`src/alarm_cfg_pkg.sv`:
```
// constants of the alarm filter configuration bank
// assumes a single 40 MHz clock and a plain register port of 8-bit address, 16-bit data
//
// What this block does
// - reserved bits ignore writes, read zero
// - rate-filter register at 4Dh, reset 0070h
// - rate select field in bits 9:8
// - rate codes give full, half, quarter, eighth
// - input filter count bits 7:5, inputs 0-3
// - input alarm after N runs, 1 to 256
// - temperature filter count in bits 4:3
// - temperature alarm after 1,2,4,8 samples
// - fault mask register at 4Eh, reset 0000h
// - enables gate the output, flags always set
// - overheat flag unmasked, drives output if enabled
// - bit 14 enables input 0 and pair 0/1
// - bit 13 enables input 1
// - bit 12 enables input 2 and pair 2/3
// - bit 11 enables input 3
// - masked flag sets, output stays high
// - global output enable, reset zero, gates output
package alarm_cfg_pkg;

    // ==========================================================
    // bus shape
    localparam int          ADDR_W = 8;
    localparam int          DATA_W = 16;
    localparam int          NUM_INPUTS = 4;
    localparam int          RUN_W = 9;
    localparam int          STATUS_W = 5;

    // ==========================================================
    // register offsets
    localparam logic [7:0]  RATE_FILTER_ADDR = 8'h4D;
    localparam logic [7:0]  FAULT_MASK_ADDR  = 8'h4E;
    localparam logic [7:0]  FAULT_CTRL_ADDR  = 8'h4F;
    localparam logic [7:0]  STATUS_ADDR      = 8'h50;
    localparam logic [7:0]  IRQ_MASK_ADDR    = 8'h51;

    // ==========================================================
    // reset values and writable bits
    localparam logic [15:0] RATE_FILTER_RESET = 16'h0070;
    localparam logic [15:0] RATE_FILTER_WMASK = 16'h03F8;
    localparam logic [15:0] FAULT_MASK_RESET  = 16'h0000;
    localparam logic [15:0] FAULT_MASK_WMASK  = 16'h7800;
    localparam logic [4:0]  STATUS_RESET      = 5'h00;
    localparam logic [4:0]  IRQ_MASK_RESET    = 5'h00;
    localparam logic        FAULT_CTRL_RESET  = 1'b0;

    // ==========================================================
    // field positions
    localparam int          SAMPLE_RATE_SEL_HI = 9;
    localparam int          SAMPLE_RATE_SEL_LO = 8;
    localparam int          INPUT_FILTER_HI    = 7;
    localparam int          INPUT_FILTER_LO    = 5;
    localparam int          THERMO_FILTER_HI   = 4;
    localparam int          THERMO_FILTER_LO   = 3;
    localparam int          INPUT0_FAULT_ENABLE_BIT = 14;
    localparam int          INPUT1_FAULT_ENABLE_BIT = 13;
    localparam int          INPUT2_FAULT_ENABLE_BIT = 12;
    localparam int          INPUT3_FAULT_ENABLE_BIT = 11;
    localparam int          OVERHEAT_STATUS_BIT     = 4;
    localparam int          FAULT_OUT_ENABLE_BIT    = 0;

    // ==========================================================
    // rates
    localparam int          FULL_RATE_KSPS = 500;

    // register selected by an address
    typedef enum logic [2:0]
    {
        SEL_NONE        = 3'b000,
        SEL_RATE_FILTER = 3'b001,
        SEL_FAULT_MASK  = 3'b010,
        SEL_FAULT_CTRL  = 3'b011,
        SEL_STATUS      = 3'b100,
        SEL_IRQ_MASK    = 3'b101
    } reg_sel_t;

endpackage

```
`src/run_filter.sv`:
```
// consecutive-sample run filter for one monitored quantity
// assumes sample strobes and range results come from logic on sys_clk
`timescale 1ns/100ps
module run_filter
    import alarm_cfg_pkg::*;
(
    // clock and reset
    input  wire logic               sys_clk,
    input  wire logic               srst,
    // samples
    input  wire logic               sample_valid,
    input  wire logic               out_of_range,
    input  wire logic [RUN_W-1:0]   run_len,
    // result
    output logic                    hit
);

    logic [RUN_W-1:0]   count_reg;
    logic [RUN_W-1:0]   count_next;
    logic               hit_next;

    // ==========================================================
    // run counting
    // counter saturates at run_len so a long fault keeps reporting
    always_comb
    begin
        count_next = count_reg;
        hit_next   = 1'b0;
        if (sample_valid)
        begin
            if (!out_of_range)
            begin
                count_next = '0;
            end
            else if (count_reg + RUN_W'(1) >= run_len)
            begin
                count_next = run_len;
                hit_next   = 1'b1;
            end
            else
            begin
                count_next = count_reg + RUN_W'(1);
            end
        end
    end

    always_ff @(posedge sys_clk)
    begin
        if (srst)
        begin
            count_reg <= '0;
            hit       <= 1'b0;
        end
        else
        begin
            count_reg <= count_next;
            hit       <= hit_next;
        end
    end
endmodule

```
`src/alarm_filter_bank.sv`:
```
// register bank, alarm filters and fault output of the monitor alarm path
// assumes range results arrive on sys_clk and a register master that never waits
//
// Decided for this implementation: the plain strobed port.
`timescale 1ns/100ps
module alarm_filter_bank
    import alarm_cfg_pkg::*;
(
    // clock and reset
    input  wire logic                   sys_clk,
    input  wire logic                   srst,
    // register port
    input  wire logic [ADDR_W-1:0]      reg_addr,
    input  wire logic [DATA_W-1:0]      reg_wdata,
    input  wire logic                   reg_wr,
    input  wire logic                   reg_rd,
    output logic      [DATA_W-1:0]      reg_rdata,
    // range results of inputs 0 to 3
    input  wire logic [NUM_INPUTS-1:0]  input_sample_valid,
    input  wire logic [NUM_INPUTS-1:0]  input_out_of_range,
    // range result of the temperature monitor
    input  wire logic                   thermo_sample_valid,
    input  wire logic                   thermo_out_of_limit,
    // converter pacing
    output logic      [3:0]             sample_rate_div,
    // alarm outputs
    output logic                        fault_n,
    output logic                        irq
);

    // ==========================================================
    // decode helpers
    function automatic reg_sel_t decode_addr(input logic [ADDR_W-1:0] addr);
        case (addr)
            RATE_FILTER_ADDR: decode_addr = SEL_RATE_FILTER;
            FAULT_MASK_ADDR:  decode_addr = SEL_FAULT_MASK;
            FAULT_CTRL_ADDR:  decode_addr = SEL_FAULT_CTRL;
            STATUS_ADDR:      decode_addr = SEL_STATUS;
            IRQ_MASK_ADDR:    decode_addr = SEL_IRQ_MASK;
            default:          decode_addr = SEL_NONE;
        endcase
    endfunction

    // divider relative to the full 500 kSPS rate
    function automatic logic [3:0] rate_divider(input logic [1:0] code);
        case (code)
            2'h0:    rate_divider = 4'h1;
            2'h1:    rate_divider = 4'h2;
            2'h2:    rate_divider = 4'h4;
            2'h3:    rate_divider = 4'h8;
            default: rate_divider = 4'h1;
        endcase
    endfunction

    function automatic logic [RUN_W-1:0] input_run_len(input logic [2:0] code);
        case (code)
            3'h0:    input_run_len = 9'h001;
            3'h1:    input_run_len = 9'h004;
            3'h2:    input_run_len = 9'h008;
            3'h3:    input_run_len = 9'h010;
            3'h4:    input_run_len = 9'h020;
            3'h5:    input_run_len = 9'h040;
            3'h6:    input_run_len = 9'h080;
            3'h7:    input_run_len = 9'h100;
            default: input_run_len = 9'h010;
        endcase
    endfunction

    function automatic logic [RUN_W-1:0] thermo_run_len(input logic [1:0] code);
        case (code)
            2'h0:    thermo_run_len = 9'h001;
            2'h1:    thermo_run_len = 9'h002;
            2'h2:    thermo_run_len = 9'h004;
            2'h3:    thermo_run_len = 9'h008;
            default: thermo_run_len = 9'h004;
        endcase
    endfunction

    // ==========================================================
    // signals
    logic [DATA_W-1:0]      rate_filter_reg;
    logic [DATA_W-1:0]      fault_mask_reg;
    logic                   fault_ctrl_reg;
    logic [STATUS_W-1:0]    status_reg;
    logic [STATUS_W-1:0]    status_next;
    logic [STATUS_W-1:0]    irq_mask_reg;
    logic [STATUS_W-1:0]    status_clear;
    logic [STATUS_W-1:0]    hit_vec;
    logic [NUM_INPUTS-1:0]  input_enable;
    logic [1:0]             sample_rate_sel;
    logic [2:0]             input_filter_count;
    logic [1:0]             thermo_filter_count;
    logic [RUN_W-1:0]       input_len;
    logic [RUN_W-1:0]       thermo_len;
    logic                   fault_active;
    reg_sel_t               wr_sel;
    reg_sel_t               rd_sel;
    logic [DATA_W-1:0]      rdata_next;

    assign wr_sel = reg_wr ? decode_addr(reg_addr) : SEL_NONE;
    assign rd_sel = reg_rd ? decode_addr(reg_addr) : SEL_NONE;

    // ==========================================================
    // field views
    assign sample_rate_sel     = rate_filter_reg[SAMPLE_RATE_SEL_HI:SAMPLE_RATE_SEL_LO];
    assign input_filter_count  = rate_filter_reg[INPUT_FILTER_HI:INPUT_FILTER_LO];
    assign thermo_filter_count = rate_filter_reg[THERMO_FILTER_HI:THERMO_FILTER_LO];
    assign input_len           = input_run_len(input_filter_count);
    assign thermo_len          = thermo_run_len(thermo_filter_count);

    // per-input enable; inputs 0 and 2 also cover their differential pairs
    assign input_enable[0] = fault_mask_reg[INPUT0_FAULT_ENABLE_BIT];
    assign input_enable[1] = fault_mask_reg[INPUT1_FAULT_ENABLE_BIT];
    assign input_enable[2] = fault_mask_reg[INPUT2_FAULT_ENABLE_BIT];
    assign input_enable[3] = fault_mask_reg[INPUT3_FAULT_ENABLE_BIT];

    // ==========================================================
    // configuration registers
    // only writable bits are stored, so reserved bits can never read back as one
    always_ff @(posedge sys_clk)
    begin
        if (srst)
        begin
            rate_filter_reg <= RATE_FILTER_RESET;
        end
        else if (wr_sel == SEL_RATE_FILTER)
        begin
            rate_filter_reg <= reg_wdata & RATE_FILTER_WMASK;
        end
    end

    always_ff @(posedge sys_clk)
    begin
        if (srst)
        begin
            fault_mask_reg <= FAULT_MASK_RESET;
        end
        else if (wr_sel == SEL_FAULT_MASK)
        begin
            fault_mask_reg <= reg_wdata & FAULT_MASK_WMASK;
        end
    end

    always_ff @(posedge sys_clk)
    begin
        if (srst)
        begin
            fault_ctrl_reg <= FAULT_CTRL_RESET;
        end
        else if (wr_sel == SEL_FAULT_CTRL)
        begin
            fault_ctrl_reg <= reg_wdata[FAULT_OUT_ENABLE_BIT];
        end
    end

    always_ff @(posedge sys_clk)
    begin
        if (srst)
        begin
            irq_mask_reg <= IRQ_MASK_RESET;
        end
        else if (wr_sel == SEL_IRQ_MASK)
        begin
            irq_mask_reg <= reg_wdata[STATUS_W-1:0];
        end
    end

    // ==========================================================
    // run filters
    genvar gi;
    generate
        for (gi = 0; gi < NUM_INPUTS; gi = gi + 1)
        begin : g_input
            run_filter u_filter
            (
                .sys_clk      (sys_clk),
                .srst         (srst),
                .sample_valid (input_sample_valid[gi]),
                .out_of_range (input_out_of_range[gi]),
                .run_len      (input_len),
                .hit          (hit_vec[gi])
            );
        end
    endgenerate

    run_filter u_thermo_filter
    (
        .sys_clk      (sys_clk),
        .srst         (srst),
        .sample_valid (thermo_sample_valid),
        .out_of_range (thermo_out_of_limit),
        .run_len      (thermo_len),
        .hit          (hit_vec[OVERHEAT_STATUS_BIT])
    );

    // ==========================================================
    // sticky status, write one to clear
    // a hit in the clearing cycle wins, so no event is ever dropped
    assign status_clear = (wr_sel == SEL_STATUS) ? reg_wdata[STATUS_W-1:0] : '0;
    assign status_next  = (status_reg & ~status_clear) | hit_vec;

    always_ff @(posedge sys_clk)
    begin
        if (srst)
        begin
            status_reg <= STATUS_RESET;
        end
        else
        begin
            status_reg <= status_next;
        end
    end

    // ==========================================================
    // fault output and interrupt
    // overheat bypasses the enables; the fault output waits on the global enable, irq does not
    assign fault_active = fault_ctrl_reg
                        && ((|(status_reg[NUM_INPUTS-1:0] & input_enable))
                        || status_reg[OVERHEAT_STATUS_BIT]);

    always_ff @(posedge sys_clk)
    begin
        if (srst)
        begin
            fault_n <= 1'b1;
        end
        else
        begin
            fault_n <= !fault_active;
        end
    end

    always_ff @(posedge sys_clk)
    begin
        if (srst)
        begin
            irq <= 1'b0;
        end
        else
        begin
            irq <= |(status_reg & irq_mask_reg);
        end
    end

    // ==========================================================
    // converter pacing
    always_ff @(posedge sys_clk)
    begin
        if (srst)
        begin
            sample_rate_div <= 4'h1;
        end
        else
        begin
            sample_rate_div <= rate_divider(sample_rate_sel);
        end
    end

    // ==========================================================
    // read port, data one cycle after the strobe
    always_comb
    begin
        rdata_next = '0;
        case (rd_sel)
            SEL_RATE_FILTER: rdata_next = rate_filter_reg;
            SEL_FAULT_MASK:  rdata_next = fault_mask_reg;
            SEL_FAULT_CTRL:  rdata_next = {15'h0000, fault_ctrl_reg};
            SEL_STATUS:      rdata_next = {11'h000, status_reg};
            SEL_IRQ_MASK:    rdata_next = {11'h000, irq_mask_reg};
            default:         rdata_next = '0;
        endcase
    end

    always_ff @(posedge sys_clk)
    begin
        if (srst)
        begin
            reg_rdata <= '0;
        end
        else
        begin
            reg_rdata <= rdata_next;
        end
    end
endmodule

```
`config.mk`:
```
export PLATFORM = sky130hd
export DESIGN_NAME = alarm_filter_bank
export DESIGN_NICKNAME = d
export VERILOG_FILES = /design/src/alarm_cfg_pkg.sv /design/src/run_filter.sv /design/src/alarm_filter_bank.sv
export SDC_FILE = /design/constraint.sdc
export NUM_CORES = 1
export LEC_CHECK = 0
export BUFFER_PORTS_ARGS = -buffer_cell sky130_fd_sc_hd__buf_2
export CAP_MARGIN = 20
export CELL_PAD_IN_SITES_DETAIL_PLACEMENT = 0
export CELL_PAD_IN_SITES_GLOBAL_PLACEMENT = 1
export CORE_MARGIN = 4
export CORE_UTILIZATION = 49
export CTS_CLUSTER_DIAMETER = 60
export DETAILED_ROUTE_END_ITERATION = 12
export GPL_TIMING_DRIVEN = 1
export HOLD_SLACK_MARGIN = 0.03
export PLACE_DENSITY_LB_ADDON = 0.1
export SLEW_MARGIN = 10
export SYNTH_ARGS = -nofsm -noshare
export SYNTH_HDL_FRONTEND = slang
export SYNTH_HIERARCHICAL = 1
export SYNTH_SLANG_ARGS = --single-unit
```
`constraint.sdc`:
```
create_clock -name sys_clk -period 4.6 [get_ports sys_clk]
set_input_delay 0.46 -clock sys_clk [delete_from_list [all_inputs] [get_ports sys_clk]]
set_output_delay 0.46 -clock sys_clk [all_outputs]
set_load 0.02 [all_outputs]
```
# == After elaboration in Yosys (flattened, before gate mapping) ==
# Memory sizes are Yosys's and may differ from the RTL's. A register that Yosys moved wholly into a read port is not among the register bits.
# Cells that the tools add are included.
# totals
register_bits,94
latch_bits,0
mem_bits_rw,0
mem_bits_ro,64
in_bits,38
out_inout_bits,22
wordCells,102
n_memories,1
# op_classes
addsub,5
multipliers,0
div_mod_pow,0
order_cmp,5
n_eq_ne,21
shift,0
n_mux,24
bitwise_logic,15
n_reduce_logical,12
# memory_table
name,depth,width,read_ports,rd_ports_with_merged_regs,wr,line,rtl
(no name shown),8,8,1,1,0,alarm_filter_bank.sv:56,case (code)
# op_table
op,n
2-to-1 mux 9 bit,10
one-hot mux 15 bit (5 select lines),1
"adder 9 x 1 -> 9 bit, second input constant",5
>= comparator 9 bit,5
"== test 8 x 7 -> 1 bit, second input constant",5
one-hot mux 9 bit (4 select lines),1
one-hot mux 4 bit (4 select lines),1
one-hot mux 3 bit (5 select lines),1
OR reduction 3 bit,5
"== test 3 x 2 -> 1 bit, second input constant",4
"== test 3 bit, second input constant",4
2-to-1 mux 3 bit,4
AND 5 bit,2
NOT 1 bit,10
"== test 2 bit, second input constant",4
"== test 3 x 1 -> 1 bit, second input constant",2
2-to-1 mux 1 bit,5
2-to-1 mux 5 bit,1
NOT 5 bit,1
bitwise OR 5 bit,1
OR reduction 5 bit,1
AND 4 bit,1
"== test 2 x 1 -> 1 bit, second input constant",2
zero test 2 bit,2
4 further kinds,4

# == Depth between registers and ports, before layout ==
# depth
word_depth,8
ltp_mapped,11
depth_no_buf,10

# == Cells and area by module ==
# The synthesis kept the hierarchy.
# modules_own_cells
module,n_inst,cells_each,area_each_um2,seq_area_each_um2
run_filter,5,101,807.0,200.2
alarm_filter_bank,1,180,1896.8,1001.0

# == Worst setup path after synthesis ==
# Ideal clock, no wire load.
# synth_timing
kind,register to register
start,register g_input[0].u_filter.count_reg[0]
end,register g_input[0].u_filter.count_reg[4]
setup_ps,120
arrival_time_ps,2216
required_time_ps,4480
setup_slack_ps,2264
stages_incl_launch_ff,12
n_path_buf,1
synth_period_minus_slack_ps,2336
cell_sequence,dfxtp_1 ha_1 nand3_1 nor2_1 xor2_1 ha_1 a21oi_1 nor2_1 a2111oi_2 buf_2 a211o_1 nand3_1
# synth_via
elab_chain_cells,4
# synth_lines
item,line,rtl
start: declaration,run_filter.sv:18,logic [RUN_W-1:0] count_reg;
start signal: assignment,run_filter.sv:56,count_reg <= count_next;
adder 9 x 1 -> 9 bit *,"run_filter.sv:35, run_filter.sv:42",
>= comparator 9 bit,run_filter.sv:35,else if (count_reg + RUN_W'(1) >= run_len)
2-to-1 mux 9 bit *,run_filter.sv:35,
2-to-1 mux 9 bit *,run_filter.sv:31,if (!out_of_range)
# Mark *: on every way between the ends. The rest lies on a longest branch, timed or not.
# A chain may end at the register's enable or synchronous reset.

# == Worst setup path after layout ==
# layout_timing
start,register g_input[0].u_filter.count_reg[0]
end,register g_input[0].u_filter.count_reg[7]
# Same word-level chain as after synthesis.

==> results by stage <==
Outcome:
- The flow ran to the end, and the final reports show no timing, DRC or antenna violations.

Place:
- Summing all placed instances gives a cell area of 0.00626 mm2.
- Port buffering added 55 buffers.
- The final weighted congestion in routability-driven placement is 0.822.
- The estimated wirelength of the detail-placed design is 10200 um.

Synth:
- The Yosys step of the flow raised 6 warnings.
- The proportion of synthesized flip-flops having asynchronous set or reset is 0%.
- The most instantiated library cell after synthesis is dfxtp_1.
- The flop and latch count out of synthesis is 100.
- Counting flops with a built-in enable in the synthesized netlist gives 0.
- The commonest cells after synthesis are dfxtp_1 (100), nand2_1 (91), nand4_1 (63).
- The number of library cell types mapped by synthesis is 51.
- The cell area after synthesis is 0.00593 mm2.
- The post-synthesis average cell area is 8.66 um2.
- The portion of the post-synthesis area used by sequential elements is 33.7%.
- The top cell type's share of synthesized area is 33.7%.
- The synthesized instance count is 685.
- By area the synthesized netlist is led by dfxtp_1 (34%), ha_1 (11%), nand4_1 (6.6%).
- dfxtp_1 takes more of the synthesized area than any other cell.
- Among all flip-flop cells after synthesis, the most frequent one is dfxtp_1.

Drt:
- For this block, the initial DRC count from the detailed router was 374.
- Once detail routing completed, the nets flagged for antenna violations numbered 0.
- After detailed routing, the met3 layer carries 473 um of wire.
- In the detailed route, the total length drawn on met2 is 6790 um.
- After detailed routing, the total wire length is 13900 um.
- For this block, wires on met1 add up to 6260 um.
- In the routed layout, each cell is associated on average with a via count of 5.74.
- The first detailed-routing pass took 5 iterations.
- Detailed routing inserted a total of 5115 vias.
- After detailed routing, the average wire length per cell comes to 15.6 um.
- For this run, design rule violations remaining after detail routing come to 0.
- The top layer reached by signal wires is met4.

Worst setup path:
- The worst-path maximum fanout is 12.
- The largest single stage delay on the critical path is 0.47 ns.
- For this design, the slowest cell found on the critical path is dfxtp_1.
- STA classifies the critical path startpoint as a register.
- The number of buffers and inverters on the critical path is 1.
- The required time of the worst setup path is 4.84 ns.
- The critical path goes through ha_1 > nand3_1 > nor2_1 > xor2_1 > ha_1 > a21oi_1 > nor2_1 > a2111oi_2 > buf_4 > and2_1 > o211ai_1.
- For the worst setup path, the data arrival time is 3.14 ns.
- STA classifies the critical path endpoint as a register.
- The classification of the worst setup path is reg2reg.
- The kind of cell with the highest combined delay along the critical path is simple AND/OR/NAND/NOR gates.

STA:
- The worst setup skew after layout is 0.00587 ns.
- The count of final hold-check violations is 0.
- The final max-slew violation count is 0.
- The worst pin sits at a relative slew slack of 38.8%.
- Setup repair after global routing left no endpoint under its margin.
- The clock period minus final worst setup slack is 2.91 ns.
- The tightest hold margin is 0.339 ns.
- The worst path uses 63.2% of the clock period.
- The summed negative setup slack over all endpoints is 0 ns.
- The transition time of the tightest slew-check pin is 0.915 ns.
- Timing would allow up to 0.344 GHz.
- Setup violations remaining at the end of the flow were counted as 0.

Finish:
- The number of antenna diodes in the final layout is 0.
- The synthesis-to-finish area growth is 11.0%.
- The flip-flop count of the largest register, all copies and words added is 36.
- In the final design database the tool counted 831 nets.
- The post-layout instance area is 0.00659 mm2.
- The post-route core utilization is 56.7%.
- Of the cells placed in the final design, the portion with a size suffix greater than 1 is 14.0%.

GRT:
- The number of global-route vias before repair was 4848.
- The global-route wire length before repair is 23200 um.
- The largest net degree at the start of global routing is 47.
- The number of antenna violations at the first check in global routing is 0.
- The total global routing track utilization is 20.3%.
- The remaining global-route overflow is 0.

Clock tree:
- In this run, post-CTS hold repair placed 0 buffers.
- The number of buffers inserted during clock tree synthesis is 9.
- The clock tree synthesis step divided the H-tree into 3 levels.
- The buffer type at the clock tree root is clkbuf_16.
- The TritonCTS clock tree is done.
- The quantity of gates resized following cts is 0.
- The clock-pin slew of the registers on the worst-case setup and hold paths is 0.08 ns.
- The number of setup buffers added after CTS is 0.
- Clock latency on the worst-skew pair, taken at its later pin, is 0.36 ns.
- The tree built by TritonCTS fans out to 100 sinks.
- The clock passes through at most 2 buffers.

Floorplanning:
- Measured along the x axis, the die boundary spans 118 um.
- The count of pins on the block boundary is 60.
- The initial utilization of the core area, before any placement, comes to 51.1%.
- The vertical extent of the die is 118 um.
- The number of placement rows is 39.
- After floorplanning, the core was sized to cover 0.0116 mm2.
- The floorplan die area is 0.0139 mm2.

Min path:
- In this run the worst hold path is classified as in2reg.

Pwr:
- The reported leakage power is 2.70 nW.
- Power spread over the standard cell area amounts to 269 mW/mm2.
- The worst voltage drop across the vdd grid is 0.000209 V.
- Overall power consumption after layout is estimated at 1.77 mW.

Run:
- Across the run, the number of max-cap violations was 0.
## placed cells by master, fill, tap and decap left out, types with 6 or more instances in the layout
cell,Yosys,layout
inv_1,41,41
ha_1,50,50
nand2_1,91,91
nand4_1,63,63
clkbuf_16,0,9
and3_1,11,11
xnor2_1,25,25
buf_2,6,55
nand2b_1,6,6
conb_1,1,18
a211o_1,11,11
nand3_1,32,32
xor2_1,10,10
nor2b_1,7,7
a41oi_1,6,6
mux2i_1,17,17
nor3_1,12,12
dfxtp_1,100,100
a21oi_1,17,17
o211ai_1,31,31
nor2_1,53,53
and2_1,16,16
## layout make-up
cell class	count	area, um2
clock buffers	9	225
inverters	43	164
fillers	1084	5030
repair buffers	60	313
well taps	143	179
flip-flops and latches	100	2000
multi-input cells	529	3600
clock inverters	7	98.8
## stage by stage
step	worst slack (ns)	instances
2_1_floorplan	2.26	702
3_3_place_gp	1.77	875
3_5_place_dp	1.71	875
4_1_cts	1.70	891
5_1_grt	1.37	891
6_report	1.69	891
## where the power goes
part | switching (mW) | internal (mW)
clock | 0.400 | 0.400
combinational | 0.0588 | 0.0342
sequential | 0.00784 | 0.869
total | 0.467 | 1.30
## metal layers
metal  vias to the layer above  track usage [%]
met1                      2418             24.8
li1                       2575                -
met4                         0             9.23
met3                        26             3.75
met2                        96             34.8
met5                         -                0
## worst reg2reg max path, stage by stage, from the launching register on
cell and delay (ns):
dfxtp_1 0.47, ha_1 0.26, nand3_1 0.14, nor2_1 0.14, xor2_1 0.25, ha_1 0.29
a21oi_1 0.13, nor2_1 0.07, a2111oi_2 0.29, buf_4 0.24, and2_1 0.35, o211ai_1 0.15
## kinds of logic (layout without fill, tap and decap cells)
logic type	after synthesis	after routing	share of synthesized area, %
xor+xnor	35	35	5.17
other cells	1	18	0.0632
simple gates	317	317	27.9
mux	19	19	3.50
buf+inv	73	119	6.56
fa+ha+maj	50	50	10.5
compound gates	90	90	12.5
flops	100	100	33.7
## path summary, 6_finish.rpt
check	from	to	slack (ns)	depth (start not counted)
max	g_input[0].u_filter/count_reg[0]	g_input[0].u_filter/count_reg[7]	1.69	11
max reg2reg	g_input[0].u_filter/count_reg[0]	g_input[0].u_filter/count_reg[7]	1.69	11
min	reg_wdata[14]	fault_mask_reg[14]	0.34	3
min reg2reg	u_thermo_filter/hit	status_reg[4]	0.44	2
Power figures use the tool's default switching activity.
